`config.mk`:
```
export PLATFORM = sky130hd
export DESIGN_NAME = rpc_port_flags
export DESIGN_NICKNAME = d
export VERILOG_FILES = /design/src/shared/rpc_pkg.sv /design/src/rtl/rpc_port_flags.sv
export SDC_FILE = /design/constraint.sdc
export NUM_CORES = 1
export LEC_CHECK = 0
export ABC_CLOCK_PERIOD_IN_PS = 3250
export BUFFER_PORTS_ARGS = -buffer_cell sky130_fd_sc_hd__clkbuf_2
export CAP_MARGIN = 30
export CORE_MARGIN = 2
export CORE_UTILIZATION = 56
export DETAILED_ROUTE_END_ITERATION = 8
export HOLD_SLACK_MARGIN = 0.06
export PLACE_DENSITY = 0.91
export SLEW_MARGIN = 20
export SYNTH_ARGS = -nofsm -noshare
export SYNTH_HDL_FRONTEND = slang
export SYNTH_SLANG_ARGS = --single-unit
```
`constraint.sdc`:
```
create_clock -name sys_clk_i -period 3.25 [get_ports sys_clk_i]
set_input_delay 0.4875 -clock sys_clk_i [delete_from_list [all_inputs] [get_ports sys_clk_i]]
set_output_delay 0.4875 -clock sys_clk_i [all_outputs]
set_load 0.02 [all_outputs]
```
`src/shared/rpc_pkg.sv`:
```
package rpc_pkg;
  // Register word address (index 0); interrupt mask at 0x04, interrupt status at 0x08
  localparam logic [7:0] RPC_ADDR_STATUS   = 8'h00;
  localparam logic [7:0] RPC_ADDR_IRQ_MASK = 8'h04;
  // Field positions in the port status word
  localparam int RPC_BIT_CONNECT      = 0;
  localparam int RPC_BIT_ENABLED      = 1;
  localparam int RPC_BIT_SUSPEND      = 2;
  localparam int RPC_BIT_RESET        = 4;
  localparam int RPC_BIT_POWERED      = 8;
  localparam int RPC_BIT_SLOW         = 9;
  localparam int RPC_BIT_CONN_CHG     = 16;
  localparam int RPC_BIT_EN_CHG       = 17;
  localparam int RPC_BIT_RESUME_CHG   = 18;
  localparam int RPC_BIT_RESET_CHG    = 20;
  // Readable field mask; write-only bit 3 and reserved bits read zero
  localparam logic [31:0] RPC_READ_MASK = 32'h0017_0317;
  // Reset value of the interrupt mask
  localparam logic [3:0] RPC_MASK_RESET = 4'h0;
  // Timing
  localparam int RPC_CLK_HZ          = 50_000_000;
  localparam int RPC_RESUME_MS       = 20;
  localparam int RPC_RESYNC_MS       = 3;
  localparam int RPC_PORT_RESET_MS   = 10;
  localparam int RPC_RESUME_CYC      = RPC_CLK_HZ / 1000 * RPC_RESUME_MS;
  localparam int RPC_RESYNC_CYC      = RPC_CLK_HZ / 1000 * RPC_RESYNC_MS;
  localparam int RPC_PORT_RESET_CYC  = RPC_CLK_HZ / 1000 * RPC_PORT_RESET_MS;
  localparam int RPC_EOP_CYC         = 2;
  localparam int RPC_CNT_W           = 20;

  // Sequencer states
  typedef enum logic [2:0] {
    RPC_IDLE   = 3'b000,
    RPC_RESUME = 3'b001,
    RPC_EOP    = 3'b010,
    RPC_RESYNC = 3'b011,
    RPC_PRST   = 3'b100
  } rpc_state_e;

  // Register bus request
  typedef struct packed {
    logic [7:0]  addr;
    logic [31:0] wdata;
    logic        wr;
    logic        rd;
  } rpc_bus_s;

  // Port-side line events
  typedef struct packed {
    logic connect;
    logic slow;
    logic port_error;
    logic remote_wake;
    logic busy;
  } rpc_line_s;
endpackage

```
`src/rtl/rpc_port_flags.sv`:
```
`timescale 1ns/1ns
// Functional notes
// - Resume change set after 20ms, EOP, 3ms
// - Write one clears resume change; reset-done clears
// - Hardware enable loss sets enable change
// - Software enable changes never set it
// - Connect edges set connect change; W1C
// - Set commands while disconnected set connect change
// - Non-removable port: connect edges ignored; change set once after reset
// - Bit 9 reads slow device speed
// - Writing one to bit 9 removes power
// - Reset change set after 10ms reset
// - Status writes deferred during bus transaction
module rpc_port_flags
  import rpc_pkg::*;
#(
  parameter int RESUME_CYC = RPC_RESUME_CYC,    // Resume pulse length
  parameter int RESYNC_CYC = RPC_RESYNC_CYC,    // Resync delay
  parameter int PRST_CYC   = RPC_PORT_RESET_CYC // Port reset length
) (
  input  wire logic              sys_clk_i,     // System clock
  input  wire logic              rst_b_i,       // Sync reset, active low
  input  wire logic              clk_en_i,      // Freezes state when low
  input  wire rpc_pkg::rpc_bus_s bus_i,         // Register bus request
  output logic [31:0]            rd_data_o,     // Read data, cycle after read
  input  wire logic              connect_i,     // Device present pin
  input  wire logic              slow_i,        // Low-speed line state pin
  input  wire logic              port_error_i,  // Hardware disable event pin
  input  wire logic              remote_wake_i, // Device resume request pin
  input  wire logic              busy_i,        // Transaction in progress
  input  wire logic              non_removable_i, // Device fixed on port
  output logic                   port_power_o,  // Port power switch
  output logic                   port_reset_o,  // Reset signalling active
  output logic                   resume_o,      // Resume signalling active
  output logic                   irq_o          // Level interrupt
);
  import rpc_pkg::*;

  // Refuse phase lengths the shared timer cannot count; their end compare is cut to RPC_CNT_W bits
  if (RESUME_CYC < 1 || RESYNC_CYC < 1 || PRST_CYC < 1 ||
      RESUME_CYC >= (1 << RPC_CNT_W) || RESYNC_CYC >= (1 << RPC_CNT_W) ||
      PRST_CYC >= (1 << RPC_CNT_W)) begin : g_bad_count
    $error("rpc_port_flags: count out of range");
  end

  // Whole module state
  typedef struct packed {
    logic [2:0]       conn_s;      // Connect synchroniser
    logic [2:0]       slow_s;      // Speed synchroniser
    logic [2:0]       err_s;       // Error synchroniser
    logic [2:0]       wake_s;      // Wake synchroniser
    logic             conn;        // Filtered connect status
    logic             slow;        // Filtered speed
    logic             err_q;       // Filtered error level
    logic             wake_q;      // Filtered wake level
    logic             enabled;     // Port enabled
    logic             suspended;   // Port suspended
    logic             powered;     // Port powered
    logic             conn_chg;    // Connect change
    logic             en_chg;      // Enable change
    logic             resume_chg;  // Resume done change
    logic             reset_chg;   // Reset done change
    logic             pend;        // Deferred write waiting
    logic [31:0]      pend_data;   // Deferred write data
    logic             boot_rpt;    // Post-reset attach report due
    rpc_state_e       state;       // Sequencer
    logic [RPC_CNT_W-1:0] cnt;     // Sequencer timer
    logic [3:0]       mask;        // Interrupt mask
    logic [3:0]       irq_stat;    // Sticky event bits
    logic [31:0]      rd_data;     // Read data register
    logic             irq;         // Interrupt output
    logic             prst_q;      // Reset signalling output flop
    logic             resume_q;    // Resume signalling output flop
  } rpc_state_s;

  rpc_state_s st;
  rpc_state_s next_st;
  logic [31:0] status_word;        // Readable port word

  // Assemble readable word; reserved bits stay zero
  always_comb begin
    status_word = 32'h0000_0000;
    status_word[RPC_BIT_CONNECT]    = st.conn;
    status_word[RPC_BIT_ENABLED]    = st.enabled;
    status_word[RPC_BIT_SUSPEND]    = st.suspended;
    status_word[RPC_BIT_RESET]      = (st.state == RPC_PRST);
    status_word[RPC_BIT_POWERED]    = st.powered;
    status_word[RPC_BIT_SLOW]       = st.slow;
    status_word[RPC_BIT_CONN_CHG]   = st.conn_chg;
    status_word[RPC_BIT_EN_CHG]     = st.en_chg;
    status_word[RPC_BIT_RESUME_CHG] = st.resume_chg;
    status_word[RPC_BIT_RESET_CHG]  = st.reset_chg;
    status_word = status_word & RPC_READ_MASK;
  end

  // Next-state logic
  always_comb begin
    logic        do_wr;   // Status write applied this cycle
    logic [31:0] wd;      // Applied write data
    logic        conn_edge;
    logic        ev_conn;
    logic        ev_en;
    logic        ev_res;
    logic        ev_rst;
    do_wr = 1'b0;
    wd = 32'h0000_0000;
    conn_edge = 1'b0;
    ev_conn = 1'b0;
    ev_en = 1'b0;
    ev_res = 1'b0;
    ev_rst = 1'b0;
    next_st = st;
    if (clk_en_i) begin
      // Three-stage pin synchronisers
      next_st.conn_s = {st.conn_s[1:0], connect_i};
      next_st.slow_s = {st.slow_s[1:0], slow_i};
      next_st.err_s  = {st.err_s[1:0], port_error_i};
      next_st.wake_s = {st.wake_s[1:0], remote_wake_i};
      // Accept a level once stages two and three agree
      if (st.conn_s[1] == st.conn_s[2]) next_st.conn = st.conn_s[2];
      if (st.slow_s[1] == st.slow_s[2]) next_st.slow = st.slow_s[2];
      if (st.err_s[1] == st.err_s[2]) next_st.err_q = st.err_s[2];
      if (st.wake_s[1] == st.wake_s[2]) next_st.wake_q = st.wake_s[2];
      conn_edge = (next_st.conn != st.conn);

      // Status writes wait for the bus transaction to finish
      if (bus_i.wr && bus_i.addr == RPC_ADDR_STATUS) begin
        if (busy_i) begin
          next_st.pend = 1'b1;
          next_st.pend_data = bus_i.wdata;
        end else begin
          do_wr = 1'b1;
          wd = bus_i.wdata;
        end
      end else if (st.pend && !busy_i) begin
        do_wr = 1'b1;
        wd = st.pend_data;
        next_st.pend = 1'b0;
      end
      if (bus_i.wr && bus_i.addr == RPC_ADDR_IRQ_MASK) next_st.mask = bus_i.wdata[3:0];

      // Line events
      if (conn_edge && !non_removable_i) ev_conn = 1'b1;
      if (st.boot_rpt && st.conn && non_removable_i) begin
        ev_conn = 1'b1;
        next_st.boot_rpt = 1'b0;
      end
      if (!next_st.conn) begin
        next_st.enabled = 1'b0;
        next_st.suspended = 1'b0;
        if (st.enabled) ev_en = 1'b1;
      end
      if (next_st.err_q && !st.err_q && st.enabled) begin
        next_st.enabled = 1'b0;
        ev_en = 1'b1;
      end
      if (next_st.wake_q && !st.wake_q && st.suspended && st.state == RPC_IDLE) begin
        next_st.state = RPC_RESUME;
        next_st.cnt = '0;
      end

      // Software commands; bit 3 clears suspend, other reserved bits have no decode
      if (do_wr) begin
        if (wd[RPC_BIT_CONN_CHG]) next_st.conn_chg = 1'b0;
        if (wd[RPC_BIT_EN_CHG]) next_st.en_chg = 1'b0;
        if (wd[RPC_BIT_RESUME_CHG]) next_st.resume_chg = 1'b0;
        if (wd[RPC_BIT_RESET_CHG]) next_st.reset_chg = 1'b0;
        if (wd[RPC_BIT_POWERED]) next_st.powered = 1'b1;
        if (wd[RPC_BIT_SLOW]) begin
          next_st.powered = 1'b0;
          next_st.enabled = 1'b0;
          next_st.suspended = 1'b0;
        end
        if (wd[RPC_BIT_CONNECT]) next_st.enabled = 1'b0;
        if (wd[RPC_BIT_ENABLED] || wd[RPC_BIT_SUSPEND] || wd[RPC_BIT_RESET]) begin
          if (!st.conn) ev_conn = 1'b1;
          else begin
            if (wd[RPC_BIT_ENABLED]) next_st.enabled = 1'b1;
            if (wd[RPC_BIT_SUSPEND] && st.enabled) next_st.suspended = 1'b1;
            if (wd[RPC_BIT_RESET] && st.state == RPC_IDLE) begin
              next_st.state = RPC_PRST;
              next_st.cnt = '0;
            end
          end
        end
        if (wd[RPC_BIT_SUSPEND + 1] && st.suspended && st.state == RPC_IDLE) begin
          next_st.state = RPC_RESUME;                           // Clear-suspend starts resume
          next_st.cnt = '0;
        end
      end

      // Resume and port reset sequencer
      case (st.state)
        RPC_IDLE: begin
        end
        RPC_RESUME: begin
          next_st.cnt = st.cnt + 1'b1;
          if (st.cnt == RPC_CNT_W'(RESUME_CYC - 1)) begin
            next_st.state = RPC_EOP;
            next_st.cnt = '0;
          end
        end
        RPC_EOP: begin
          next_st.cnt = st.cnt + 1'b1;
          if (st.cnt == RPC_CNT_W'(RPC_EOP_CYC - 1)) begin
            next_st.state = RPC_RESYNC;
            next_st.cnt = '0;
          end
        end
        RPC_RESYNC: begin
          next_st.cnt = st.cnt + 1'b1;
          if (st.cnt == RPC_CNT_W'(RESYNC_CYC - 1)) begin
            next_st.state = RPC_IDLE;
            next_st.suspended = 1'b0;
            ev_res = 1'b1;
          end
        end
        RPC_PRST: begin
          next_st.cnt = st.cnt + 1'b1;
          if (st.cnt == RPC_CNT_W'(PRST_CYC - 1)) begin
            next_st.state = RPC_IDLE;
            next_st.enabled = st.conn;
            ev_rst = 1'b1;
          end
        end
        default: next_st.state = RPC_IDLE;
      endcase
      // Losing power or link aborts any sequence
      if (!next_st.powered || !next_st.conn) begin
        if (st.state != RPC_IDLE) next_st.state = RPC_IDLE;
        next_st.suspended = 1'b0;
        next_st.enabled = 1'b0;
      end

      // Sets win over same-cycle clears
      if (ev_conn) next_st.conn_chg = 1'b1;
      if (ev_en) next_st.en_chg = 1'b1;
      if (ev_rst) begin
        next_st.reset_chg = 1'b1;
        next_st.resume_chg = 1'b0;
      end else if (ev_res) next_st.resume_chg = 1'b1;

      // Interrupt status: read clears, events win
      if (bus_i.rd && bus_i.addr == RPC_ADDR_IRQ_MASK + 8'h04) next_st.irq_stat = 4'h0;
      next_st.irq_stat = next_st.irq_stat | {ev_rst, ev_res, ev_en, ev_conn};
      next_st.irq = |(next_st.irq_stat & next_st.mask);
      // Resume and port reset phases leave the block through their own flops
      next_st.prst_q   = (next_st.state == RPC_PRST);
      next_st.resume_q = (next_st.state == RPC_RESUME);

      // Read data stands one cycle
      next_st.rd_data = 32'h0000_0000;
      if (bus_i.rd) begin
        case (bus_i.addr)
          RPC_ADDR_STATUS:           next_st.rd_data = status_word;
          RPC_ADDR_IRQ_MASK:         next_st.rd_data = {28'h0, st.mask};
          RPC_ADDR_IRQ_MASK + 8'h04: next_st.rd_data = {28'h0, st.irq_stat};
          default:                   next_st.rd_data = 32'h0000_0000;
        endcase
      end
    end
  end

  // State register
  always_ff @(posedge sys_clk_i) begin
    if (!rst_b_i) begin
      st <= '0;
      st.powered <= 1'b1;
      st.boot_rpt <= 1'b1;
      st.mask <= RPC_MASK_RESET;
      st.state <= RPC_IDLE;
    end else begin
      st <= next_st;
    end
  end

  assign rd_data_o    = st.rd_data;
  assign port_power_o = st.powered;
  assign port_reset_o = st.prst_q;
  assign resume_o     = st.resume_q;
  assign irq_o        = st.irq;
endmodule // rpc_port_flags

```
==> reports/metrics.csv <==
stage,metric,value,unit
global_route,first-pass GRT wire length,17.2,mm
global_route,gr ovfl total,0,
setup_path,Startpoint Class,flop,
synthesis,"area leader, netlist",dfxtp_1,
drt,DR WL/cell,16.0,µm
synthesis,Post-Synth XOR/XNOR Area,0.791,%
global_route,initial antenna violation count,0,
clocking,TritonCTS Buffers,9,
power,sw power,470,µW
setup_path,FF-to-FF path depth,8,
setup_path,worst setup path startpoint,st[49],
setup_path,Reg2Reg Setup Slack,670,ps
setup_path,slowest cell delay on critical path,580,ps
worst_hold_path,Worst Hold Depth,3,
sta,max-slew violation count,0,
setup_path,WP buf/inv,1,
synthesis,multiplexer share of the synthesized area,8.64,%
synthesis,Post-synth top flop,dfxtp_1,
sta,RSZ-0062 raised after global routing,no,
synthesis,post-synthesis compound-gate area fraction,18.2,%
die,Initial Utilization,57.6,%
setup_path,crit path DAT,2820,ps
outcome,outcome,finished clean,
placed_design,# port buffers,44,
drt,routed vias/inst,5.94,
die,CORE AREA,7690,µm²
clocking,CTS hold repair buffers,0,
synthesis,Yosys cell types,64,
synthesis,Post-Syn Area,4430,µm²
drt,DRC Markers,0,
die,full die area,8640,µm²
setup_path,worst flop-to-flop path endpoint,st[49],
synthesis,"EDFF count, synth",0,
synthesis,share of the synthesized area in the top cell type,36.6,%
synthesis,synth top area cells,"dfxtp_1 (37%), mux2i_1 (8.1%), nor2b_1 (6.6%)",
sta,worst setup slack after layout,671,ps
sta,Fin Clk Skew,10.0,ps
synthesis,Post-Synth Simple-Gate Area,26.0,%
clocking,CTS tree,done,
sta,Peak Freq,388,MHz
setup_path,WP data required,3490,ps
synthesis,Ys Warns,0,
die,die height,93.0,µm
power,switching share of total power,25.2,%
clocking,root cell of the clock tree,clkbuf_8,
run,max-cap viol count,0,
power,combinational power share,6.6,%
sta,Tcrit/Tclk final,79.4,%
clocking,Sink Count,81,
global_route,GRT Overall Usage,24.9,%
power,Seq pwr share,53.7,%
setup_path,crit path cell chain,"or4_1, or3_1, o211a_1, o31ai_2, buf_4, a21oi_1, o21ai_1, o31ai_1",
placed_design,hpwl dp,7.51,mm
drt,Vias,3914,
placed_design,Placement Setup Slack,314,ps
drt,drt first pass iters,5,
synthesis,Synth Instances,531,
power,Peak VDD IR,0.201,mV
setup_path,Critical R2R Launch,st[49],
sta,pin slew with the least headroom to its limit,718,ps
setup_path,CP max FO,29,
die,row count,32,
final_layout,share of layout cells above drive strength 1,14.2,%
sta,final hold vios,0,
global_route,largest net degree at the start of global routing,35,
power,cell area power density,392,nW/µm²
setup_path,slowest CP cell,or4_1,
sta,fin crit period,2580,ps
power,Clk pwr share,39.7,%
synthesis,main combinational cell family by area after synthesis,simple AND/OR/NAND/NOR gates,
drt,antenna-violating nets left,0,
clocking,number of post-CTS setup repair buffers,0,
sta,# setup viols final,0,
clocking,"CTS clk-pin slew, worst paths",90,ps
synthesis,mean area per synthesized cell,8.35,µm²
power,leak pwr,1.95,nW
clocking,worst skew pair latency,360,ps
setup_path,crit-path leading delay family,simple AND/OR/NAND/NOR gates,
synthesis,register area share after synthesis,36.6,%
die,DIE WIDTH,93.0,µm
clocking,H-tree Lvls,3,
final_layout,Post-layout nets,605,
clocking,post-cts resize count,0,
setup_path,Worst setup EP type,flop,
clocking,CTS Buffer Depth,2,
final_layout,Filler cells,643,
setup_path,Stages on worst setup path,8,
synthesis,Post-Synth Adder-Cell Area,0.819,%
power,Power Internal,1.40,mW
placed_design,Routability Congestion,0.923,
synthesis,"FFs w/ async S/R, synth",0,%
final_layout,Layout area overhead,7.43,%
setup_path,crit path to,st[49],
final_layout,diode count,0,
synthesis,Synth Register Bits,81,
drt,drt total wl,10.6,mm
worst_hold_path,HP Class,input pin to flop,
setup_path,Setup Crit Path Kind,flop to flop,
sta,final setup TNS,0,ps
sta,Slew Limit Headroom,52.0,%
global_route,vias in the first global route,3728,
drt,1st-iter DRT viols,293,
die,I/O pin count,87,
==> cells in the final DEF, fill, tap and decap left out, types with 11 or more instances in the layout <==
| cell type | count |
|---|---|
| dfxtp_1 | 81 |
| nand2_1 | 49 |
| nor2b_1 | 47 |
| clkbuf_2 | 44 |
| mux2i_1 | 36 |
| o21ai_1 | 29 |
| nor2_1 | 26 |
| nand3_1 | 22 |
| a21oi_1 | 21 |
| conb_1 | 21 |
| o21ai_0 | 11 |
==> power groups by stage <==
| stage | Clock [mW] | Sequential (mW) | Combinational, mW |
|---|---|---|---|
| finish | 0.741 | 1.00 | 0.124 |
| global route | 0.793 | 1.00 | 0.135 |
| CTS | 0.744 | 1.00 | 0.122 |
| detailed placement | 0 | 1.03 | 0.121 |
| global placement | 0 | 1.02 | 0.118 |
| floorplan | 0 | 1.02 | 0.0980 |
==> flip-flops by register name, indices dropped and copies added, names as in the netlist <==
name          count
st               66
port_reset_o      1
rd_data_o        11
irq_o             1
resume_o          1
port_power_o      1
==> per-layer routing <==
metal  up-vias  part of all wire [%]  global-route usage (%)  routed length (µm)
met5         -                     0                       0                   0
met4         0                   3.3                    15.0                 353
met3        32                   6.4                    5.86                 674
met2       150                    49                    40.0                5130
met1      1844                    42                    30.3                4390
li1       1888                     -                       -                   -
==> how the worst min path moves through the flow <==
| stage | from | end | slack (ps) |
|---|---|---|---|
| 2_1_floorplan | st[66] | st[66] | 420 |
| 3_3_place_gp | st[66] | st[66] | 430 |
| 3_5_place_dp | port_reset_o | port_reset_o | 440 |
| 4_1_cts | remote_wake_i | st[111] | 380 |
| 5_1_grt | remote_wake_i | st[111] | 390 |
| 6_report | slow_i | st[117] | 390 |
==> tightest hold or removal path: stages <==
cell and delay (ps):
clkbuf_2 80, mux2i_1 50, nor2b_1 90
==> area by class of cell <==
type	instances	area [µm²]	share of cell area [%]
clock buffer	10	128	2.68
clock inverter	6	67.6	1.42
inverter	9	33.8	0.710
multi-input combinational	398	2490	52.4
sequential	81	1620	34.1
tap	102	128	2.68
timing repair buffer	53	288	6.04
==> cell families after synthesis <==
family | after synthesis
compound gates | 125
xor+xnor | 4
fa+ha+maj | 3
other cells | 1
simple gates | 207
buf+inv | 72
flops | 81
mux | 38
==> through the flow <==
| stage | area (µm²) | total power, mW | cells | utilization [%] | hold WS, ps |
|---|---|---|---|---|---|
| 5_1_grt | 4760 | 1.93 | 659 | 61.9 | 391 |
| 6_report | 4760 | 1.87 | 659 | 61.9 | 388 |
| 3_3_place_gp | 4570 | 1.14 | 643 | 59.4 | 433 |
| 4_1_cts | 4760 | 1.87 | 659 | 61.9 | 383 |
| 2_1_floorplan | 4510 | 1.12 | 551 | - | 423 |
| 3_5_place_dp | 4570 | 1.15 | 643 | 59.4 | 441 |
==> synthesized netlist by cell type (6+ instances only) <==
library cell and count:
dfxtp_1 81, nand2_1 49, nor2b_1 47, mux2i_1 36
buf_4 32, o21ai_1 29, nor2_1 26, clkbuf_1 25
nand3_1 22, a21oi_1 21, o21ai_0 11, o31ai_1 11
nand4_1 10, a22oi_1 9, inv_1 8, a21boi_1 7
nor4_1 7, a21o_1 6, and3_1 6
Note: power is estimated with default switching activity, not from simulation.
